--- src/rxs_pkg.sv ---
package rxs_pkg;
  // ------------------------------------------------------------
  // Register map
  // ------------------------------------------------------------
  localparam int ADDR_W = 12;
  localparam logic [11:0] OFS_CHECK_VERDICT = 12'h400;
  localparam logic [11:0] OFS_LOGICAL_ADDR = 12'h408;
  localparam logic [11:0] OFS_CHECK_FIELD = 12'h40C;
  localparam logic [11:0] OFS_MATCH_INDEX = 12'h410;
  localparam logic [11:0] OFS_PAYLOAD_STATUS = 12'h414;
  localparam logic [11:0] OFS_TONE_INFO = 12'h44C;
  localparam logic [11:0] OFS_DF_STATE = 12'h458;
  localparam logic [11:0] OFS_INT_STATUS = 12'h600;
  localparam logic [11:0] OFS_INT_MASK = 12'h604;
  localparam logic [31:0] RESET_WORD = 32'h00000000;
  // ------------------------------------------------------------
  // Field layout
  // ------------------------------------------------------------
  localparam int LOG_ADDR_W = 3;
  localparam int CHECK_W_DEF = 24;
  localparam int MATCH_W = 3;
  localparam int PAYLOAD_W = 2;
  localparam int TONE_TIME_W = 5;
  localparam int TONE_TIME_LSB = 0;
  localparam int TONE_RSVD_BIT = 5;
  localparam int TONE_KIND_LSB = 6;
  localparam int TONE_KIND_W = 2;
  localparam int TONE_INFO_W = 8;
  localparam int SWITCH_W = 3;
  localparam int SAMPLER_BIT = 3;
  // Switching state codes
  localparam logic [2:0] SW_IDLE = 3'h0;
  localparam logic [2:0] SW_OFFSET = 3'h1;
  localparam logic [2:0] SW_GUARD = 3'h2;
  localparam logic [2:0] SW_REF = 3'h3;
  localparam logic [2:0] SW_SWITCHING = 3'h4;
  localparam logic [2:0] SW_ENDING = 3'h5;
  // ------------------------------------------------------------
  // Interrupt events
  // ------------------------------------------------------------
  localparam int EV_PASSED = 0;
  localparam int EV_FAILED = 1;
  localparam int EV_TONE = 2;
  localparam int NUM_EV = 3;
endpackage

--- src/rxs_cap_if.sv ---
`timescale 1ns/1ps
interface rxs_cap_if #(
  parameter int CHECK_W = 24
);
  import rxs_pkg::*;
  logic check_passed;
  logic [LOG_ADDR_W-1:0] log_addr;
  logic [CHECK_W-1:0] check_field;
  logic [MATCH_W-1:0] match_index;
  logic [PAYLOAD_W-1:0] payload;
  logic [TONE_TIME_W-1:0] tone_duration;
  logic tone_rsvd;
  logic [TONE_KIND_W-1:0] tone_kind;
  logic [NUM_EV-1:0] events;
  modport src (
    output check_passed, log_addr, check_field, match_index, payload,
    output tone_duration, tone_rsvd, tone_kind, events
  );
  modport dst (
    input check_passed, log_addr, check_field, match_index, payload,
    input tone_duration, tone_rsvd, tone_kind, events
  );
endinterface

--- src/rxs_status_regs.sv ---
`timescale 1ns/1ps
module rxs_status_regs
  import rxs_pkg::*;
#(
  parameter int CHECK_W = CHECK_W_DEF
)(
  // Clock and reset
  input wire logic clk_in,
  input wire logic resetn_in,
  // Register port
  input wire logic [ADDR_W-1:0] addr_in,
  input wire logic [31:0] wdata_in,
  input wire logic wr_in,
  input wire logic rd_in,
  output logic [31:0] rdata_out,
  // Receive path results
  input wire logic pkt_end_in,
  input wire logic check_ok_in,
  input wire logic [LOG_ADDR_W-1:0] log_addr_in,
  input wire logic [CHECK_W-1:0] check_field_in,
  input wire logic [MATCH_W-1:0] match_index_in,
  input wire logic [PAYLOAD_W-1:0] payload_in,
  input wire logic tone_present_in,
  input wire logic [TONE_INFO_W-1:0] tone_info_in,
  // Direction finding machines
  input wire logic [SWITCH_W-1:0] switch_state_in,
  input wire logic sampler_state_in,
  // Interrupt
  output logic irq_out
);
  // ------------------------------------------------------------
  // Parameter check
  // ------------------------------------------------------------
  generate
    if (CHECK_W < 1 || CHECK_W > 32)
    begin : g_bad_width
      $error("check field width must be 1 to 32");
    end
  endgenerate

  // ------------------------------------------------------------
  // Packet capture
  // ------------------------------------------------------------
  rxs_cap_if #(.CHECK_W(CHECK_W)) cap ();

  rxs_capture #(
    .CHECK_W(CHECK_W)
  ) u_capture (
    .clk_in(clk_in),
    .resetn_in(resetn_in),
    .pkt_end_in(pkt_end_in),
    .check_ok_in(check_ok_in),
    .log_addr_in(log_addr_in),
    .check_field_in(check_field_in),
    .match_index_in(match_index_in),
    .payload_in(payload_in),
    .tone_present_in(tone_present_in),
    .tone_info_in(tone_info_in),
    .cap(cap.src)
  );

  // ------------------------------------------------------------
  // Direction finding state sampling
  // ------------------------------------------------------------
  logic [SWITCH_W-1:0] switch_state_reg;
  logic sampler_state_reg;

  always_ff @(posedge clk_in)
  begin
    if (!resetn_in)
    begin
      switch_state_reg <= SW_IDLE;
      sampler_state_reg <= 1'b0;
    end
    else
    begin
      switch_state_reg <= switch_state_in;
      sampler_state_reg <= sampler_state_in;
    end
  end

  // ------------------------------------------------------------
  // Address decode
  // ------------------------------------------------------------
  wire hit_verdict = (addr_in == OFS_CHECK_VERDICT);
  wire hit_log_addr = (addr_in == OFS_LOGICAL_ADDR);
  wire hit_check = (addr_in == OFS_CHECK_FIELD);
  wire hit_match = (addr_in == OFS_MATCH_INDEX);
  wire hit_payload = (addr_in == OFS_PAYLOAD_STATUS);
  wire hit_tone = (addr_in == OFS_TONE_INFO);
  wire hit_df = (addr_in == OFS_DF_STATE);
  wire hit_status = (addr_in == OFS_INT_STATUS);
  wire hit_mask = (addr_in == OFS_INT_MASK);
  wire status_wr = wr_in & hit_status;
  wire mask_wr = wr_in & hit_mask;
  wire hit_any = hit_verdict | hit_log_addr | hit_check | hit_match | hit_payload
    | hit_tone | hit_df | hit_status | hit_mask;

  // ------------------------------------------------------------
  // Interrupt status and mask
  // ------------------------------------------------------------
  logic [NUM_EV-1:0] int_status;
  logic [NUM_EV-1:0] int_mask;

  rxs_irq u_irq (
    .clk_in(clk_in),
    .resetn_in(resetn_in),
    .events_in(cap.events),
    .status_wr_in(status_wr),
    .mask_wr_in(mask_wr),
    .wdata_in(wdata_in[NUM_EV-1:0]),
    .status_out(int_status),
    .mask_out(int_mask),
    .irq_out(irq_out)
  );

  // ------------------------------------------------------------
  // Read words
  // ------------------------------------------------------------
  wire [31:0] word_verdict = {31'h0, cap.check_passed};
  wire [31:0] word_log_addr = {{(32-LOG_ADDR_W){1'b0}}, cap.log_addr};
  wire [31:0] word_check = 32'(cap.check_field);
  wire [31:0] word_match = {{(32-MATCH_W){1'b0}}, cap.match_index};
  wire [31:0] word_payload = {{(32-PAYLOAD_W){1'b0}}, cap.payload};
  wire [31:0] word_tone = {24'h0, cap.tone_kind, cap.tone_rsvd, cap.tone_duration};
  wire [31:0] word_df = {28'h0, sampler_state_reg, switch_state_reg};
  wire [31:0] word_status = {{(32-NUM_EV){1'b0}}, int_status};
  wire [31:0] word_mask = {{(32-NUM_EV){1'b0}}, int_mask};

  wire [31:0] rd_word =
    hit_verdict ? word_verdict :
    hit_log_addr ? word_log_addr :
    hit_check ? word_check :
    hit_match ? word_match :
    hit_payload ? word_payload :
    hit_tone ? word_tone :
    hit_df ? word_df :
    hit_status ? word_status :
    hit_mask ? word_mask :
    RESET_WORD;

  // ------------------------------------------------------------
  // Read data, valid only in the cycle after the strobe
  // ------------------------------------------------------------
  logic [31:0] rdata_next;
  assign rdata_next = rd_in ? rd_word : RESET_WORD;

  always_ff @(posedge clk_in)
  begin
    if (!resetn_in)
      rdata_out <= RESET_WORD;
    else
      rdata_out <= rdata_next;
  end
endmodule

--- src/rxs_capture.sv ---
`timescale 1ns/1ps
module rxs_capture
  import rxs_pkg::*;
#(
  parameter int CHECK_W = 24
)(
  // Clock and reset
  input wire logic clk_in,
  input wire logic resetn_in,
  // Radio results
  input wire logic pkt_end_in,
  input wire logic check_ok_in,
  input wire logic [LOG_ADDR_W-1:0] log_addr_in,
  input wire logic [CHECK_W-1:0] check_field_in,
  input wire logic [MATCH_W-1:0] match_index_in,
  input wire logic [PAYLOAD_W-1:0] payload_in,
  input wire logic tone_present_in,
  input wire logic [TONE_INFO_W-1:0] tone_info_in,
  // Captured fields
  rxs_cap_if.src cap
);
  always_ff @(posedge clk_in)
  begin
    if (!resetn_in)
    begin
      cap.check_passed <= 1'b0;
      cap.log_addr <= '0;
      cap.check_field <= '0;
      cap.match_index <= '0;
      cap.payload <= '0;
      cap.tone_duration <= '0;
      cap.tone_rsvd <= 1'b0;
      cap.tone_kind <= '0;
      cap.events <= '0;
    end
    else
    begin
      cap.events <= {tone_present_in, pkt_end_in & ~check_ok_in, pkt_end_in & check_ok_in};
      if (pkt_end_in)
      begin
        cap.check_passed <= check_ok_in;
        cap.log_addr <= log_addr_in;
        cap.check_field <= check_field_in;
        cap.match_index <= match_index_in;
        cap.payload <= payload_in;
      end
      if (tone_present_in)
      begin
        cap.tone_duration <= tone_info_in[TONE_TIME_LSB +: TONE_TIME_W];
        cap.tone_rsvd <= tone_info_in[TONE_RSVD_BIT];
        cap.tone_kind <= tone_info_in[TONE_KIND_LSB +: TONE_KIND_W];
      end
    end
  end
endmodule

--- src/rxs_irq.sv ---
`timescale 1ns/1ps
module rxs_irq
  import rxs_pkg::*;
(
  // Clock and reset
  input wire logic clk_in,
  input wire logic resetn_in,
  // Events and software access
  input wire logic [NUM_EV-1:0] events_in,
  input wire logic status_wr_in,
  input wire logic mask_wr_in,
  input wire logic [NUM_EV-1:0] wdata_in,
  // State
  output logic [NUM_EV-1:0] status_out,
  output logic [NUM_EV-1:0] mask_out,
  output logic irq_out
);
  logic [NUM_EV-1:0] status_next;
  logic [NUM_EV-1:0] clear_bits;
  assign clear_bits = status_wr_in ? wdata_in : '0;
  // Set wins over a write-one clear
  genvar i;
  generate
    for (i = 0; i < NUM_EV; i++)
    begin : g_bit
      assign status_next[i] = events_in[i] | (status_out[i] & ~clear_bits[i]);
    end
  endgenerate
  always_ff @(posedge clk_in)
  begin
    if (!resetn_in)
    begin
      status_out <= '0;
      mask_out <= '0;
      irq_out <= 1'b0;
    end
    else
    begin
      status_out <= status_next;
      if (mask_wr_in)
        mask_out <= wdata_in;
      irq_out <= |(status_next & (mask_wr_in ? wdata_in : mask_out));
    end
  end
endmodule

--- config.mk ---
export PLATFORM = sky130hd
export DESIGN_NAME = rxs_status_regs
export DESIGN_NICKNAME = d
export VERILOG_FILES = /design/src/rxs_pkg.sv /design/src/rxs_cap_if.sv /design/src/rxs_status_regs.sv /design/src/rxs_capture.sv /design/src/rxs_irq.sv
export SDC_FILE = /design/constraint.sdc
export NUM_CORES = 1
export LEC_CHECK = 0
export BUFFER_PORTS_ARGS = -buffer_cell sky130_fd_sc_hd__clkbuf_2
export CORE_UTILIZATION = 48
export CTS_CLUSTER_DIAMETER = 100
export DETAILED_ROUTE_END_ITERATION = 8
export PLACE_DENSITY_LB_ADDON = 0.2
export SLEW_MARGIN = 20
export SYNTH_ARGS = -nofsm -noshare
export SYNTH_HDL_FRONTEND = slang
export SYNTH_HIERARCHICAL = 1
export SYNTH_SLANG_ARGS = --single-unit
--- constraint.sdc ---
create_clock -name clk_in -period 2.6 [get_ports clk_in]
set_input_delay 0.39 -clock clk_in [delete_from_list [all_inputs] [get_ports clk_in]]
set_output_delay 0.39 -clock clk_in [all_outputs]
set_load 0.05 [all_outputs]
; ---- Yosys cells after proc, flatten, opt, wreduce, memory -nomap -nowiden
; Index checks and enable logic that the tools add are counted.
[word_totals]
output_inout_bits = 33
regBits = 87
[classes]
bitwise_logic = 17
n_eq_ne = 9
muxes = 11
reduce_logical = 5
[op_table]
columns = operator, n
row1 = 12-bit by 11-bit equality test with 1-bit output (second input constant), 9
row2 = 24-bit two-way mux, 1
row3 = 8-bit two-way mux, 3
row4 = 3-bit two-way mux, 5
row5 = 10-bit OR reduction, 1
row6 = 1-bit AND, 7
row7 = 1-bit NOT, 6
row8 = 3-bit OR reduction, 2
row9 = 4-bit two-way mux, 1
row10 = 4-bit OR reduction, 1
row11 = 3-bit AND, 1
row12 = 1-bit bitwise OR, 3
row13 = 2-bit AND reduction, 1
row14 = 1-bit two-way mux, 1

; ---- Depth between registers and ports, before layout
; Gate-level depths: netlist (run 1).
[depth]
word_depth = 10
ltp_mapped = 7
ltp_nobuf = 6

; ---- Hierarchy
; The synthesis (run 1) kept the hierarchy.
[by_module_without_submodules]
columns = module, seq_area_each_um2, instances, cells_per_inst, area_per_inst_um2
row1 = rxs_capture, 880.8, 1, 139, 1661.6
row2 = rxs_status_regs, 560.5, 1, 132, 1255.0
row3 = rxs_irq, 140.1, 1, 25, 256.5

; ---- Worst setup path after synthesis (run 1)
; OpenSTA, ideal clock, no wires.
[synth_timing]
path_kind = input-to-reg
startpoint = in addr_in[1]
endpoint = reg u_irq.irq_out
required_time_ns = 2.478
path_buffers = 0
stages = 6
arrival_time_ns = 2.066
path_slack_ns = 0.412
path_cell_list = nor4_1 -> nand4_1 -> nor3_1 -> mux2i_1 -> nor2_1 -> a221o_1
[synth_lines]
columns = element, line
row1 = "start, declared", rxs_status_regs.sv:11  ; input wire logic [ADDR_W-1:0] addr_in,
row2 = 12-bit by 11-bit equality test with 1-bit output, rxs_status_regs.sv:93  ; wire hit_mask = (addr_in == OFS_INT_MASK);
row3 = 1-bit AND, rxs_status_regs.sv:95  ; wire mask_wr = wr_in & hit_mask;
row4 = named net mask_wr, rxs_status_regs.sv:95
row5 = 3-bit two-way mux, --
row6 = 3-bit AND, rxs_irq.sv:42  ; irq_out <= |(status_next & (mask_wr_in ? wdata_in : mask_out));
row7 = 3-bit OR reduction, rxs_irq.sv:42
row8 = "end signal, assigned", rxs_irq.sv:42
row9 = "end, declared", rxs_irq.sv:16  ; output logic irq_out
; The timed path passes the listed nets, and every way through them passes these cells.
; A chain may end at the register's enable or synchronous reset.

; ---- Worst setup path after layout (run 1)
[layout_timing]
startpoint = in addr_in[1]
endpoint = reg rdata_out[2]
[layout_between]
elab_chain_cells = 9
[layout_lines]
columns = element, line
row1 = 12-bit by 11-bit equality test with 1-bit output, rxs_status_regs.sv:93
row2 = 3-bit two-way mux, rxs_status_regs.sv:139  ; hit_mask ? word_mask :
row3 = 3-bit two-way mux, rxs_status_regs.sv:138  ; hit_status ? word_status :
row4 = 4-bit two-way mux, rxs_status_regs.sv:137  ; hit_df ? word_df :
row5 = 8-bit two-way mux, rxs_status_regs.sv:136  ; hit_tone ? word_tone :
row6 = 8-bit two-way mux, rxs_status_regs.sv:135  ; hit_payload ? word_payload :
row7 = 8-bit two-way mux, rxs_status_regs.sv:134  ; hit_match ? word_match :
row8 = 24-bit two-way mux, rxs_status_regs.sv:133  ; hit_check ? word_check :
row9 = 3-bit two-way mux, rxs_status_regs.sv:132  ; hit_log_addr ? word_log_addr :
row10 = "end signal, assigned", rxs_status_regs.sv:153  ; rdata_out <= rdata_next;
row11 = "end, declared", rxs_status_regs.sv:15  ; output logic [31:0] rdata_out,
; Parallel ways exist; a longest one is shown, timed or not.

==> results of run 1 <==
worst max-delay path: stages:
cell and delay (ps):
clkbuf_2 90, or4_4 540, or3_1 510, o22ai_1 220, o31ai_1 130, a221oi_1 280
power breakdown:
| group | total (mW) | switching (mW) | leakage [nW] | internal, mW |
|---|---|---|---|---|
| clock network | 1.07 | 0.408 | 0.118 | 0.666 |
| logic | 0.220 | 0.115 | 0.991 | 0.104 |
| registers | 1.28 | 0.0216 | 0.647 | 1.26 |
| total | 2.57 | 0.545 | 1.76 | 2.03 |
cell type report:
type,count,area [um2]
fill,570,2530
sequential,79,1580
multi-input combinational,196,1390
timing repair buffer,95,500
clock buffer,13,149
tap,77,96.3
clock inverter,3,90.1
inverter,4,15.0
kinds of logic (layout without fill, tap and decap cells):
kind of cell,Yosys count,count (layout)
simple gates,105,105
flops,79,79
mux,48,48
compound gates,35,35
buf+inv,28,115
other cells,1,8
per-layer routing:
| layer | global-route usage, % | wire [um] |
|---|---|---|
| met5 | 0 | 0 |
| met4 | 7.37 | 29 |
| met3 | 6.66 | 467 |
| met2 | 31.3 | 2980 |
| met1 | 22.2 | 2760 |
cells in the mapped netlist, types with 2 or more instances:
| library cell | number |
|---|---|
| dfxtp_1 | 79 |
| mux2i_1 | 48 |
| nor2b_1 | 43 |
| and2_1 | 23 |
| nor2_1 | 10 |
| a21oi_1 | 9 |
| buf_4 | 9 |
| nand2_1 | 9 |
| clkbuf_1 | 6 |
| buf_6 | 5 |
| nor3_1 | 5 |
| a22o_1 | 4 |
| a21o_1 | 3 |
| buf_12 | 3 |
| inv_1 | 3 |
| o22ai_1 | 3 |
| o31ai_1 | 3 |
| a211oi_1 | 2 |
| a221oi_1 | 2 |
| and4_1 | 2 |
| nand3_1 | 2 |
| nor4b_1 | 2 |
through the flow:
step | std cells | setup WS, ps | cell area [um2]
after floorplan | 303 | 412 | 3200
after detailed placement | 451 | 355 | 3580
final | 467 | 679 | 3820
after global placement | 451 | 387 | 3580
after global routing | 467 | 568 | 3820
after CTS | 467 | 726 | 3820
worst paths after layout:
check,start,end,slack [ps],cells after the start
max,addr_in[1],rdata_out[2],680,6
min,check_ok_in,u_capture/cap.events[1],240,2
max reg2reg,switch_state_reg[2],rdata_out[2],1500,4
min reg2reg,u_capture/cap.check_field[17],rdata_out[17],460,1
==> impl_results.md, run 1 <==
- Worst-case clock skew: just under 5 ps
- Core Util, Final: roughly three fifths
- CP startpoint kind: input port
- Routed WL per cell: 13.4 um
- Fmax: between 500 and 600 MHz
- CTS root buf: clkbuf_8
- Outcome: finished clean
- Synth unique cells: 43
- Final period util: 73.9%
- Core Region: about 0.0063 mm2
- Most common cell after layout, fill and taps aside: clkbuf_2
- Seq/Total Area, Yosys: approximately 50%
- Vias per std cell: between 4 and 5
- TritonRoute pass-1 iters: 4
- Worst Path Arrival: approximately 2200 ps
- LEAKAGE: 1.76 nW
- Nets: 480
- Sink Count: between 70 and 80
- Diodes inserted: 0
- First-pass GRT wire length: about 10000 um
- Multiplexer share of the synthesized area: approximately 15%
- Final setup viols: 0
- Synth Area in XOR/XNOR: 0%
- Simple-gate share of the synthesized area: about a fifth
- Most frequent cells in the layout: clkbuf_2, dfxtp_1, mux2i_1, nor2b_1, and2_1
- RePlAce Congestion: 0.850
- DR iter-0 viols: 67
- Final Hold Fails: 0
- Power density cells: slightly below 700 mW/mm2
- Seq cells post-synth: 79
- Ys async rst share: 0%
- Mapped cell area: 0.00317 mm2
- Number of cell rows: 29
- RSZ-0062 raised after global routing: false
- Post-synthesis compound-gate area fraction: under 10%
- Die Span Y: about 83 um
- Worst vdd ir: roughly 420 uV
- Vias in the first global route: about 2300
- Fraction of layout cells with a size suffix above 1: 29.2%
- IO Pins: about 130
- Top_reg_cell synth: dfxtp_1
- Largest net degree at the start of global routing: 46
- Largest family of logic cells by synthesized area: simple AND/OR/NAND/NOR gates
- Htree depth: 3
- Synth-to-Final Area Change: 20.5%
- Synthesized instance count: 296
- Total GRT Usage: about a fifth
- Overall routed net length: 6240 um
- Clk buf depth: 2
- CP Data Required Time: 2840 ps
- Setup TNS: 0 ps
- Post-synth top area cell: dfxtp_1
- Post-CTS setup repair buffer count: 0
- Clock transition at the registers of the reported paths: 80 ps
- Post-DRT Antenna Nets: 0
- Max Slew Vio Count: 0
- Avg Synthesized Cell Area: 10.7 um2
- Post-CTS sizing: 0
- Post-synth top area share: approximately 50%
- TritonCTS Buffers: 9
- Initial Util: about half
- Grt ovf: 0
- Initial antenna violation count: 0
- Vias: roughly 2300
- # port buffers: 90
- CP endpoint kind: register
- Die span in x: between 80 and 90 um
- Critical path class: in2reg
- Worst hold margin: roughly 240 ps
- Later-pin clock latency in the skew report: between 300 and 400 ps
- Clock period minus worst slack: around 1900 ps
- Synth area leaders: dfxtp_1, mux2i_1, nor2b_1
- Adder-Cell Fraction of Synth Area: 0%
- Final Power: approximately 2.6 mW
- Number of synthesized flops with an enable pin: 0
- Slew @ Worst Pin: ~600 ps
- Residual DRC: 0
- Critical-path maximum fanout: 7
- # Max-Cap Violations: 0
- Synth warnings: 6
- CTS tree: built
- CTS hold repair buffers: 0
- Slew HR: about three fifths
- Hold Path Class: in2reg
- Leading registers by flop count: rdata_out (24), u_capture/cap.check_field (24), u_capture/cap.tone_duration (5)
- Post-DP HPWL: between 4000 and 5000 um
- Die ar.: 0.00694 mm2
(Power assumes the default switching activity.)
==> run 2, diff against run 1 <==
CORE_UTILIZATION = 43   (was 48)
clock period = 1.6 ns   (was 2.6 ns; I/O delays follow)
==> impl_results.md, run 2 (synthesis gave the netlist of run 1 again) <==
- Outcome: finished clean
- Total GRT Usage: a little under a fifth
- Core Region: approximately 0.0069 mm2
- RR Startpoint: switch_state_reg[2]
- Worst Path Arrival: between 1500 and 2000 ps
- Worst-path cell chain: buf_6 -> or4_4 -> or3_4 -> o22ai_1 -> o31ai_1 -> a221oi_1
- Leading registers by flop count: rdata_out (24), u_capture/cap.check_field (24), u_capture/cap.tone_duration (5)
- CP startpoint kind: input port
- LEAKAGE: between 1.5 and 2 nW
- Hold Path Class: in2reg
- Max Slew Vio Count: 0
- Worst-case clock skew: approximately 9.2 ps
- DR iter-0 viols: between 70 and 80
- Later-pin clock latency in the skew report: 340 ps
- Vias in the first global route: roughly 2400
- Vias per std cell: approximately 4.7
- Register-to-Register Path Depth: 4
- Clock transition at the registers of the reported paths: 80 ps
- Most frequent cells in the layout: clkbuf_2, dfxtp_1, mux2i_1, nor2b_1
- CP endpoint kind: register
- Final period util: between 90 and 100%
- CP max stage cell: or4_4
- Worst vdd ir: ~700 uV
- Power density cells: a little under 1000 mW/mm2
- # Max-Cap Violations: 0
- Post-DRT Antenna Nets: 0
- CTS root buf: clkbuf_8
- FF+latch area: around 0.0016 mm2
- Sink Count: 79
- Die Span Y: 87.9 um
- Min-Delay Endpoint: switch_state_reg[2]
- HP Start: switch_state_in[2]
- TritonCTS Buffers: 9
- Clock period minus worst slack: roughly 1600 ps
- Post-DP HPWL: approximately 5000 um
- Fraction of layout cells with a size suffix above 1: between 30% and 40%
- CP Data Required Time: approximately 1900 ps
- Clk buf depth: 2
- Worst hold margin: between 90 and 100 ps
- Residual DRC: 0
- Final Hold Fails: 0
- Fillers: 614
- Initial Util: 45.7%
- Die span in x: 87.9 um
- # port buffers: 90
- CTS tree: built
- Most common cell after layout, fill and taps aside: clkbuf_2
- IO Pins: approximately 130
- Number of cell rows: 30
- Vias: 2393
- Nets: 501
- RSZ-0062 raised after global routing: true
- Area of the multi-input gates: 0.00145 mm2
- Critical-path maximum fanout: 7
- First-pass GRT wire length: around 11000 um
- RePlAce Congestion: about 0.8
- Setup TNS: 0 ps
- Largest net degree at the start of global routing: 36
- Grt ovf: 0
- CTS hold repair buffers: 0
- Final setup viols: 0
- TritonRoute pass-1 iters: 4
- Diodes inserted: 0
- Critical path class: in2reg
- Hold depth: 2
- Reg2reg setup slack: 580 ps
- Final Power: 3.94 mW
- Routed WL per cell: around 13 um
- Critical Path Max Stage Delay: about 530 ps
- Worst Setup SP: addr_in[1]
- Htree depth: 3
- R2r endpoint: rdata_out[2]
- Die ar.: between 0.007 and 0.008 mm2
- Initial antenna violation count: 0
- Synth-to-Final Area Change: 27.4%
- Fmax: 625 MHz
- Overall routed net length: between 6000 and 7000 um
[run 2: per-layer routing]
metal,up-vias,routed length [um],part of all wire (%),global-route usage [%]
li1,1221,-,-,-
met1,1092,3080,45,22.1
met2,70,3240,48,31.9
met3,10,382,5.6,4.81
met4,0,112,1.6,8.05
met5,-,0,0,0
[run 2: final cells by class]
| class | instances | share of cell area [%] |
|---|---|---|
| Clock buffer | 11 | 3.50 |
| Clock inverter | 5 | 1.42 |
| Inverter | 4 | 0.371 |
| Multi-Input combinational cell | 196 | 35.8 |
| Sequential cell | 79 | 39.1 |
| Tap cell | 96 | 2.97 |
| Timing Repair Buffer | 116 | 16.8 |
[run 2: how the worst max path moves through the flow]
stage          slack, ps            end  cells after the start
6_report             0.4   rdata_out[2]                      6
3_3_place_gp        -350   rdata_out[1]                      6
3_5_place_dp        -400   rdata_out[2]                      6
5_1_grt              -50   rdata_out[2]                      6
2_1_floorplan       -210  u_irq/irq_out                      7
4_1_cts               20  u_irq/irq_out                      7
[run 2: what timing repair did]
action / 4_1_cts / 5_1_grt
resized for setup: 3 / 6
setup endpoints to repair: 3 / 3
setup buffers: 0 / 1
pin swaps: 0 / 3
[run 2: critical path: cells and delay by family]
family	cells	cell delay (ps)
AOI/OAI and AO/OA	3	530
buffers and inverters	1	90
and+or+nand+nor	2	980
[run 2: power breakdown]
part	leakage, nW	total, mW	internal [mW]	switching (mW)
logic	1.12	0.394	0.191	0.203
clock network	0.0916	1.46	0.761	0.704
registers	0.647	2.08	2.04	0.0370
[run 2: through the flow]
step,instance area [um2],setup slack [ps],util (%),cells
after floorplan,3220,-212,-,303
after global placement,3790,-353,54.6,490
after detailed placement,3790,-396,54.6,490
after CTS,4010,23.0,57.7,506
after global routing,4040,-51.1,58.2,507
final,4040,0.364,58.2,507
